==> config.mk <==
export PLATFORM = sky130hd
export DESIGN_NAME = dtov_trip
export DESIGN_NICKNAME = d
export VERILOG_FILES = /design/src/verilog/dtov_trip.v
export VERILOG_INCLUDE_DIRS = /design/src /design/src/shared
export SDC_FILE = /design/constraint.sdc
export NUM_CORES = 2
export LEC_CHECK = 0
export ABC_AREA = 1
export BUFFER_PORTS_ARGS = -buffer_cell sky130_fd_sc_hd__clkbuf_2
export CAP_MARGIN = 5
export CORE_ASPECT_RATIO = 0.75
export CORE_MARGIN = 8
export CORE_UTILIZATION = 45
export DETAILED_ROUTE_END_ITERATION = 10
export PLACE_DENSITY = 0.6
export RECOVER_POWER = 50
export SLEW_MARGIN = 25
export SYNTH_ARGS = -nofsm -noshare
export SYNTH_HDL_FRONTEND = slang
export SYNTH_SLANG_ARGS = --single-unit
==> constraint.sdc <==
create_clock -name aclk -period 16.75 [get_ports aclk]
set_input_delay 3.35 -clock aclk [delete_from_list [all_inputs] [get_ports aclk]]
set_output_delay 3.35 -clock aclk [all_outputs]
set_load 0.02 [all_outputs]
==> src/shared/dtov_defines.vh <==
`ifndef DTOV_DEFINES_VH
`define DTOV_DEFINES_VH

// ----------------------------------------------------------------------------
// Register byte addresses
// ----------------------------------------------------------------------------
`define DTOV_ADDR_CTRL 8'h00
`define DTOV_ADDR_LEVEL 8'h04
`define DTOV_ADDR_DELAY 8'h08
`define DTOV_ADDR_NOMINAL 8'h0C
`define DTOV_ADDR_STATUS 8'h10
`define DTOV_ADDR_IRQ_STAT 8'h14
`define DTOV_ADDR_IRQ_MASK 8'h18

// ----------------------------------------------------------------------------
// Control register fields
// ----------------------------------------------------------------------------
`define DTOV_CTRL_ENABLE_BIT 0
`define DTOV_CTRL_START_ONLY_BIT 1
`define DTOV_CTRL_P2P_BIT 2

// ----------------------------------------------------------------------------
// Setting ranges and reset values
// ----------------------------------------------------------------------------
`define DTOV_LEVEL_MIN 8'h1E
`define DTOV_LEVEL_MAX 8'h82
`define DTOV_LEVEL_RESET 8'h6E
`define DTOV_HYST_MIN 4'h1
`define DTOV_HYST_MAX 4'hA
`define DTOV_HYST_RESET 4'h5
`define DTOV_DELAY_MAX 16'hEA60
`define DTOV_DELAY_RESET 16'h0064
`define DTOV_NOMINAL_RESET 16'h2710

// ----------------------------------------------------------------------------
// Timing: one millisecond in clock cycles at 40 MHz
// ----------------------------------------------------------------------------
`define DTOV_CLK_HZ 40000000
`define DTOV_MS_PER_S 1000
`define DTOV_CYCLES_PER_MS (`DTOV_CLK_HZ / `DTOV_MS_PER_S)

// ----------------------------------------------------------------------------
// Interrupt status bits
// ----------------------------------------------------------------------------
`define DTOV_IRQ_START_BIT 0
`define DTOV_IRQ_TRIP_BIT 1

`endif

==> src/verilog/dtov_trip.v <==
// Summary of operation
// [RQ1] Operation selector off/on, off blocks outputs.
// [RQ2] Phase starts above level, 30 to 130.
// [RQ3] Start drops below level minus hysteresis; the code also drops it at exactly that threshold.
// [RQ4] Start-only selector suppresses all trip outputs.
// [RQ5] Definite delay 0 to 60000 ms, default 100.
// [RQ6] Each phase has own comparator and timer.
// [RQ7] Phase trips after full delay, if allowed.
// [RQ8] Phase-to-phase mode relabels channels L12/L23/L31.
// [RQ9] Per-phase trips internal; only combined trip out.
// [RQ10] Blocking input holds start and trip inactive.
// [RQ11] Combined trip is OR of phase trips.
// [RQ12] Upstream supplies three RMS fundamental magnitudes.
// [RQ13] General start when any phase started.
// [RQ14] Level relative to nominal, common fixed-point scale.
// [RQ15] Timer clears on drop, block or off.
//
// The AXI4-Lite register port and the address map were left to the implementer.
`timescale 1ns/10ps
`include "dtov_defines.vh"

module dtov_trip #(
    parameter MAG_W = 16,
    parameter CYCLES_PER_MS = `DTOV_CYCLES_PER_MS
) (
    input wire aclk,
    input wire aresetn,
    input wire [MAG_W-1:0] phase_a_magnitude,
    input wire [MAG_W-1:0] phase_b_magnitude,
    input wire [MAG_W-1:0] phase_c_magnitude,
    input wire block_in,
    output reg phase_a_start,
    output reg phase_b_start,
    output reg phase_c_start,
    output reg any_phase_start,
    output reg combined_trip,
    output reg irq,
    input wire [7:0] s_axi_awaddr,
    input wire s_axi_awvalid,
    output reg s_axi_awready,
    input wire [31:0] s_axi_wdata,
    input wire [3:0] s_axi_wstrb,
    input wire s_axi_wvalid,
    output reg s_axi_wready,
    output reg [1:0] s_axi_bresp,
    output reg s_axi_bvalid,
    input wire s_axi_bready,
    input wire [7:0] s_axi_araddr,
    input wire s_axi_arvalid,
    output reg s_axi_arready,
    output reg [31:0] s_axi_rdata,
    output reg [1:0] s_axi_rresp,
    output reg s_axi_rvalid,
    input wire s_axi_rready
);

    localparam CNT_W = 16;
    localparam [1:0] RESP_OKAY = 2'h0;
    localparam [1:0] RESP_SLVERR = 2'h2;
    localparam integer MS_LAST_I = CYCLES_PER_MS - 1;
    localparam [CNT_W-1:0] MS_LAST = MS_LAST_I[CNT_W-1:0];
    localparam [MAG_W+7:0] PCT_DIV = {{(MAG_W+1){1'b0}}, 7'h64};

    // ------------------------------------------------------------------------
    // Settings registers
    // ------------------------------------------------------------------------
    reg function_enable_sel;
    reg start_only_sel;
    reg p2p_mode;
    reg [7:0] start_level_pct;
    reg [3:0] dropoff_hysteresis_pct;
    reg [15:0] trip_delay_ms;
    reg [MAG_W-1:0] nominal_ref;
    reg [1:0] irq_stat;
    reg [1:0] irq_mask;

    // ------------------------------------------------------------------------
    // Thresholds in the magnitude scale
    // ------------------------------------------------------------------------
    // Both thresholds are nominal * pct / 100, so they share the input scale. [RQ14]
    // Products are kept wide so no percent setting can overflow them.
    wire [MAG_W+7:0] pick_prod = nominal_ref * start_level_pct;
    wire [MAG_W+7:0] drop_prod = nominal_ref * (start_level_pct - {4'h0, dropoff_hysteresis_pct});
    wire [MAG_W+7:0] pick_thr = pick_prod / PCT_DIV;
    wire [MAG_W+7:0] drop_thr = drop_prod / PCT_DIV;

    // Function is live only when switched on and not blocked. [RQ1] [RQ10]
    wire active = function_enable_sel & ~block_in;

    // Magnitudes gathered by channel index; in phase-to-phase mode the same
    // three channels stand for the L12, L23 and L31 pairs. [RQ8] [RQ12]
    wire [3*MAG_W-1:0] mags = {phase_c_magnitude, phase_b_magnitude, phase_a_magnitude};

    // ------------------------------------------------------------------------
    // Per-phase comparator and delay timer
    // ------------------------------------------------------------------------
    reg [2:0] started;
    reg [2:0] phase_trip;

    genvar g;
    generate
        for (g = 0; g < 3; g = g + 1) begin : ph
            wire [MAG_W+7:0] mag = {8'h00, mags[g*MAG_W +: MAG_W]};
            reg [15:0] elapsed;
            reg [CNT_W-1:0] sub_ms;
            wire ms_done = (sub_ms == MS_LAST);

            // Each phase divides its own millisecond from the moment it starts,
            // so no tick that was already due can cut the delay short. [RQ5] [RQ6]
            always @(posedge aclk) begin
                if (!aresetn || !active || !started[g] || ms_done) begin
                    sub_ms <= {CNT_W{1'b0}};
                end else begin
                    sub_ms <= sub_ms + 1'b1;
                end
            end

            // Hysteresis comparator with its own state per channel. [RQ6]
            always @(posedge aclk) begin
                if (!aresetn || !active) begin
                    started[g] <= 1'b0;
                end else if (!started[g]) begin
                    started[g] <= (mag > pick_thr); // [RQ2]
                end else begin
                    // Landing exactly on the drop-off threshold is far enough below.
                    started[g] <= (mag > drop_thr); // [RQ3]
                end
            end

            // Timer runs while started, clears whenever the start is lost. [RQ15]
            always @(posedge aclk) begin
                if (!aresetn || !active || !started[g]) begin
                    elapsed <= 16'h0000;
                    phase_trip[g] <= 1'b0;
                end else begin
                    // Saturates so a start held for very long never wraps to zero.
                    if (ms_done && elapsed != 16'hFFFF) begin
                        elapsed <= elapsed + 16'h0001; // [RQ5]
                    end
                    // Kept internal; never drives a port directly. [RQ9]
                    phase_trip[g] <= (elapsed >= trip_delay_ms) & ~start_only_sel; // [RQ7]
                end
            end
        end
    endgenerate

    // ------------------------------------------------------------------------
    // Decision stage and outputs
    // ------------------------------------------------------------------------
    // All start and trip outputs are flops; gating by active keeps them low when off or blocked.
    wire next_any_start = |started;
    wire next_trip = active & ~start_only_sel & (|phase_trip);

    always @(posedge aclk) begin
        if (!aresetn) begin
            phase_a_start <= 1'b0;
            phase_b_start <= 1'b0;
            phase_c_start <= 1'b0;
            any_phase_start <= 1'b0;
            combined_trip <= 1'b0;
        end else begin
            phase_a_start <= started[0] & active;
            phase_b_start <= started[1] & active;
            phase_c_start <= started[2] & active;
            any_phase_start <= next_any_start & active; // [RQ13]
            combined_trip <= next_trip; // [RQ11] [RQ4] [RQ10]
        end
    end

    // ------------------------------------------------------------------------
    // AXI4-Lite write channel
    // ------------------------------------------------------------------------
    // Address and data may come in either order; both are latched first.
    reg aw_held;
    reg w_held;
    reg [7:0] wr_addr;
    reg [31:0] wr_data;
    reg [3:0] wr_strb;
    wire wr_go = aw_held & w_held & ~s_axi_bvalid;
    reg start_q;
    reg trip_q;
    wire start_evt = any_phase_start & ~start_q;
    wire trip_evt = combined_trip & ~trip_q;
    reg [1:0] clr;

    // Write-one-to-clear mask, live only in the cycle the write lands.
    always @* begin
        clr = 2'b00;
        if (wr_go && wr_addr == `DTOV_ADDR_IRQ_STAT && wr_strb[0]) begin
            clr = wr_data[1:0];
        end
    end

    // Each ready is a one-cycle pulse, so an item is never taken twice.
    always @(posedge aclk) begin
        if (!aresetn) begin
            s_axi_awready <= 1'b0;
            s_axi_wready <= 1'b0;
            s_axi_bvalid <= 1'b0;
            s_axi_bresp <= RESP_OKAY;
            aw_held <= 1'b0;
            w_held <= 1'b0;
            wr_addr <= 8'h00;
            wr_data <= 32'h00000000;
            wr_strb <= 4'h0;
            function_enable_sel <= 1'b0;
            start_only_sel <= 1'b0;
            p2p_mode <= 1'b0;
            start_level_pct <= `DTOV_LEVEL_RESET;
            dropoff_hysteresis_pct <= `DTOV_HYST_RESET;
            trip_delay_ms <= `DTOV_DELAY_RESET;
            nominal_ref <= `DTOV_NOMINAL_RESET;
            irq_mask <= 2'b00;
            irq_stat <= 2'b00;
            start_q <= 1'b0;
            trip_q <= 1'b0;
            irq <= 1'b0;
        end else begin
            s_axi_awready <= ~aw_held & ~s_axi_awready & s_axi_awvalid;
            s_axi_wready <= ~w_held & ~s_axi_wready & s_axi_wvalid;
            if (s_axi_awvalid && s_axi_awready) begin
                aw_held <= 1'b1;
                wr_addr <= s_axi_awaddr;
            end
            if (s_axi_wvalid && s_axi_wready) begin
                w_held <= 1'b1;
                wr_data <= s_axi_wdata;
                wr_strb <= s_axi_wstrb;
            end
            if (s_axi_bvalid && s_axi_bready) begin
                s_axi_bvalid <= 1'b0;
            end
            if (wr_go) begin
                aw_held <= 1'b0;
                w_held <= 1'b0;
                s_axi_bvalid <= 1'b1;
                s_axi_bresp <= RESP_OKAY;
                case (wr_addr)
                    `DTOV_ADDR_CTRL: begin
                        if (wr_strb[0]) begin
                            function_enable_sel <= wr_data[`DTOV_CTRL_ENABLE_BIT]; // [RQ1]
                            start_only_sel <= wr_data[`DTOV_CTRL_START_ONLY_BIT]; // [RQ4]
                            p2p_mode <= wr_data[`DTOV_CTRL_P2P_BIT]; // [RQ8]
                        end
                    end
                    `DTOV_ADDR_LEVEL: begin
                        // Out-of-range settings are clamped into the legal span.
                        if (wr_strb[0]) begin
                            if (wr_data[7:0] < `DTOV_LEVEL_MIN) begin
                                start_level_pct <= `DTOV_LEVEL_MIN;
                            end else if (wr_data[7:0] > `DTOV_LEVEL_MAX) begin
                                start_level_pct <= `DTOV_LEVEL_MAX;
                            end else begin
                                start_level_pct <= wr_data[7:0]; // [RQ2]
                            end
                        end
                        if (wr_strb[1]) begin
                            if (wr_data[11:8] < `DTOV_HYST_MIN) begin
                                dropoff_hysteresis_pct <= `DTOV_HYST_MIN;
                            end else if (wr_data[11:8] > `DTOV_HYST_MAX) begin
                                dropoff_hysteresis_pct <= `DTOV_HYST_MAX;
                            end else begin
                                dropoff_hysteresis_pct <= wr_data[11:8]; // [RQ3]
                            end
                        end
                    end
                    `DTOV_ADDR_DELAY: begin
                        if (wr_strb[1:0] == 2'b11) begin
                            if (wr_data[15:0] > `DTOV_DELAY_MAX) begin
                                trip_delay_ms <= `DTOV_DELAY_MAX;
                            end else begin
                                trip_delay_ms <= wr_data[15:0]; // [RQ5]
                            end
                        end
                    end
                    `DTOV_ADDR_NOMINAL: begin
                        if (wr_strb[1:0] == 2'b11) begin
                            nominal_ref <= wr_data[MAG_W-1:0]; // [RQ14]
                        end
                    end
                    `DTOV_ADDR_IRQ_MASK: begin
                        if (wr_strb[0]) begin
                            irq_mask <= wr_data[1:0];
                        end
                    end
                    `DTOV_ADDR_IRQ_STAT: begin
                        // Cleared through clr by the sticky-bit logic below.
                    end
                    `DTOV_ADDR_STATUS: begin
                    end
                    default: begin
                        s_axi_bresp <= RESP_SLVERR;
                    end
                endcase
            end
            // Rising edges of start and trip set sticky bits; set wins over clear.
            start_q <= any_phase_start;
            trip_q <= combined_trip;
            irq_stat[`DTOV_IRQ_START_BIT] <= start_evt |
                (irq_stat[`DTOV_IRQ_START_BIT] & ~clr[`DTOV_IRQ_START_BIT]);
            irq_stat[`DTOV_IRQ_TRIP_BIT] <= trip_evt |
                (irq_stat[`DTOV_IRQ_TRIP_BIT] & ~clr[`DTOV_IRQ_TRIP_BIT]);
            irq <= |(irq_stat & irq_mask);
        end
    end

    // ------------------------------------------------------------------------
    // AXI4-Lite read channel
    // ------------------------------------------------------------------------
    // Data is taken in the handshake cycle and then held until rready.
    always @(posedge aclk) begin
        if (!aresetn) begin
            s_axi_arready <= 1'b0;
            s_axi_rvalid <= 1'b0;
            s_axi_rdata <= 32'h00000000;
            s_axi_rresp <= RESP_OKAY;
        end else begin
            s_axi_arready <= ~s_axi_arready & ~s_axi_rvalid & s_axi_arvalid;
            if (s_axi_rvalid && s_axi_rready) begin
                s_axi_rvalid <= 1'b0;
            end
            if (s_axi_arvalid && s_axi_arready) begin
                s_axi_rvalid <= 1'b1;
                s_axi_rresp <= RESP_OKAY;
                case (s_axi_araddr)
                    `DTOV_ADDR_CTRL: s_axi_rdata <= {29'h0, p2p_mode, start_only_sel,
                        function_enable_sel};
                    `DTOV_ADDR_LEVEL: s_axi_rdata <= {20'h0, dropoff_hysteresis_pct,
                        start_level_pct};
                    `DTOV_ADDR_DELAY: s_axi_rdata <= {16'h0, trip_delay_ms};
                    `DTOV_ADDR_NOMINAL: s_axi_rdata <= {{(32-MAG_W){1'b0}}, nominal_ref};
                    `DTOV_ADDR_STATUS: s_axi_rdata <= {24'h0, 1'b0, p2p_mode, combined_trip,
                        any_phase_start, 1'b0, started & {3{active}}};
                    `DTOV_ADDR_IRQ_STAT: s_axi_rdata <= {30'h0, irq_stat};
                    `DTOV_ADDR_IRQ_MASK: s_axi_rdata <= {30'h0, irq_mask};
                    default: begin
                        s_axi_rdata <= 32'h00000000;
                        s_axi_rresp <= RESP_SLVERR;
                    end
                endcase
            end
        end
    end

endmodule

==> impl_metrics.env <==
export IMPL_dp_slack_ps=993
export IMPL_synth_cell_types=70
export IMPL_path_buf_inv=9
export IMPL_vias_per_cell=5.04
export IMPL_core_um2=61800
export IMPL_drive_gt1_share_pct=13.8
export IMPL_ys_seq_area_share_pct=15.2
export IMPL_post_route_util_pct=49.1
export IMPL_slowest_delay_ps=550
export IMPL_grt_max_degree=78
export IMPL_startpoint_type="flip-flop"
export IMPL_cts_tree="yes"
export IMPL_drc=0
export IMPL_drt_wl_total_mm=74.9
export IMPL_cts_sinks=212
export IMPL_setup_viol=0
export IMPL_cp_top_family="simple AND/OR/NAND/NOR gates"
export IMPL_die_area_um2=70500
export IMPL_fillers=6394
export IMPL_min_to="s_axi_wready"
export IMPL_status="finished, violations left"
export IMPL_min_from="w_held"
export IMPL_clkTransAtPathRegs_ps=60
export IMPL_synth_flop_cell="dfxtp_1"
export IMPL_synth_seq_cells=212
export IMPL_fmax_mhz=65.1
export IMPL_reg2regPathDepth=113
export IMPL_min_path_cells=1
export IMPL_drv_slew=108
export IMPL_layout_common_cells="nand2_1 (934), inv_1 (731), nor2_1 (337)"
export IMPL_fin_skew_ps=31.3
export IMPL_ys_warn_count=0
export IMPL_post_drt_wl_per_cell_um=14.9
export IMPL_min_path_type="flip-flop to flip-flop"
export IMPL_rr_startpoint="dropoff_hysteresis_pct[0]"
export IMPL_cts_buffers=25
export IMPL_gp_congestion=0.906
export IMPL_die_h_um=232
export IMPL_dp_cells=4989
export IMPL_worst_r2r_setup_slack_ps=1400
export IMPL_fin_crit_ps=15350
export IMPL_final_nets=4761
export IMPL_fp_row_count=79
export IMPL_setup_ws_ps=1400
export IMPL_tightest_slew_ps=3000
export IMPL_synth_cells=4110
export IMPL_dr_pass1_iters=6
export IMPL_worst_r2r_endpoint="started[0]"
export IMPL_worst_path_most_repeated_cell="nand2_2"
export IMPL_portBuffers=118
export IMPL_grt_pass1_vias=24239
export IMPL_period_share_pct=91.7
export IMPL_cts_htree_levels=1
export IMPL_vias=25416
export IMPL_syn_area_um2=28000
export IMPL_slew_limit_headroom_pct=-99.7
export IMPL_fp_dieW_um=304
export IMPL_drtIter0Drc=1718
export IMPL_start_util_pct=45.3
export IMPL_clock_path_buffers=3
export IMPL_hpwl_mm=61.8
export IMPL_antenna_found_initial=3
export IMPL_syn_to_final_growth_pct=8.29
export IMPL_pin_count=155
export IMPL_critPathRequiredTime_ps=17120
export IMPL_ant_nets=0
export IMPL_slowest_stage="fa_1"
export IMPL_async_flop_share_pct=0
export IMPL_synth_edf_count=0
export IMPL_synth_avg_cell_area_um2=6.81
export IMPL_crit_fanout=7
export IMPL_grt_first_pass_wirelength_mm=125
export IMPL_hold_viol_final=0
export IMPL_end_kind="flip-flop"
export IMPL_clock_latency_ps=550
export IMPL_grt_usage_pct=21.0
export IMPL_critPathArrivalTime_ps=15730
export IMPL_fin_cells=5039
export IMPL_critical_path_class="flip-flop to flip-flop"
export IMPL_violations="max-capacitance violations, max-slew violations"
export IMPL_timing_hold_ws_ps=418
export IMPL_grt_remaining_overflow=0
export IMPL_layout_cells_most_common="nand2_1"
export IMPL_cts_root_buffer="clkbuf_16"
export IMPL_maxCapViolCount=2
[cell usage after synthesis (10+ instances only)]
library cell	n	area, um2
inv_2	47	176
nor3_1	58	290
fa_1	184	3680
xnor2_1	15	131
buf_4	18	135
inv_1	737	2770
nand2_2	142	888
nand3_2	32	320
nand2_1	938	3520
nor2_1	340	1280
nor4_1	23	144
nand3_1	175	876
nor2_2	29	181
nand2_4	78	878
nand4_1	87	544
o211ai_1	17	128
nor2_4	16	180
ha_1	258	3230
o22ai_1	19	119
a21oi_1	206	1030
dfxtp_1	212	4240
clkbuf_1	66	248
o21ai_1	23	115
xor2_1	49	429
o21a_1	10	75.1
a31oi_1	18	113
o21ai_0	173	866
[flip-flops by register name, summed over array words and instances, names as in the netlist, 2 cells and up]
name                    flops
dropoff_hysteresis_pct      4
irq_mask                    2
irq_stat                    2
nominal_ref                16
ph.elapsed                 48
ph.sub_ms                  48
phase_trip                  3
s_axi_rdata                16
start_level_pct             8
started                     3
trip_delay_ms              16
wr_addr                     8
wr_data                    16
wr_strb                     2
[per-stage QoR]
step | instance area, um2 | TNS (ps)
3_3_place_gp | 29400 | 0
6_report | 30300 | 0
3_5_place_dp | 29400 | 0
5_1_grt | 30300 | -108
4_1_cts | 30200 | 0
2_1_floorplan | 28100 | 0
[timing repair]
item,CTS,global route
buffers inserted,0,5
setup endpoints to repair,0,3
resized for setup,0,31
hold endpoints to repair,0,0
hold buffers,0,0
[routing by layer]
layer	vias to the layer above	global-route usage [%]	part of all wire [%]
met5	-	0	0.013
met4	2	4.00	2.1
met2	507	34.0	43
met1	11590	30.1	50
met3	80	2.45	5.5
li1	13237	-	-
[worst max-delay path by stage]
stage                 endpoint                      start  depth (start not counted)
floorplan           started[0]         start_level_pct[0]                        112
global placement    started[0]  dropoff_hysteresis_pct[2]                        114
detailed placement  started[0]  dropoff_hysteresis_pct[2]                        121
CTS                 started[0]  dropoff_hysteresis_pct[2]                        121
global route        started[0]  dropoff_hysteresis_pct[0]                        118
finish              started[0]  dropoff_hysteresis_pct[0]                        113
[kinds of logic after synthesis]
| group | share of synthesized area, % |
|---|---|
| flip-flops | 15.2 |
| AO/OA/AOI/OAI | 10.8 |
| adder cells (fa/ha/maj) | 24.7 |
| XOR/XNOR | 2.00 |
| buffers and inverters | 12.2 |
| AND/OR/NAND/NOR | 35.2 |
| other | 0.0134 |
[layout make-up]
class	count	area, um2	area share, %
Multi-Input combinational cell	3034	20500	67.6
Sequential cell	212	4240	14.0
Inverter	791	3010	9.93
Tap cell	810	1010	3.34
Timing Repair Buffer	147	764	2.52
Clock buffer	39	738	2.44
Clock inverter	4	41.3	0.136
Antenna cell	2	5.00	0.0165
Power is not shown: default switching activity piles up to over one toggle a cycle in this logic, so the estimate is an artifact.
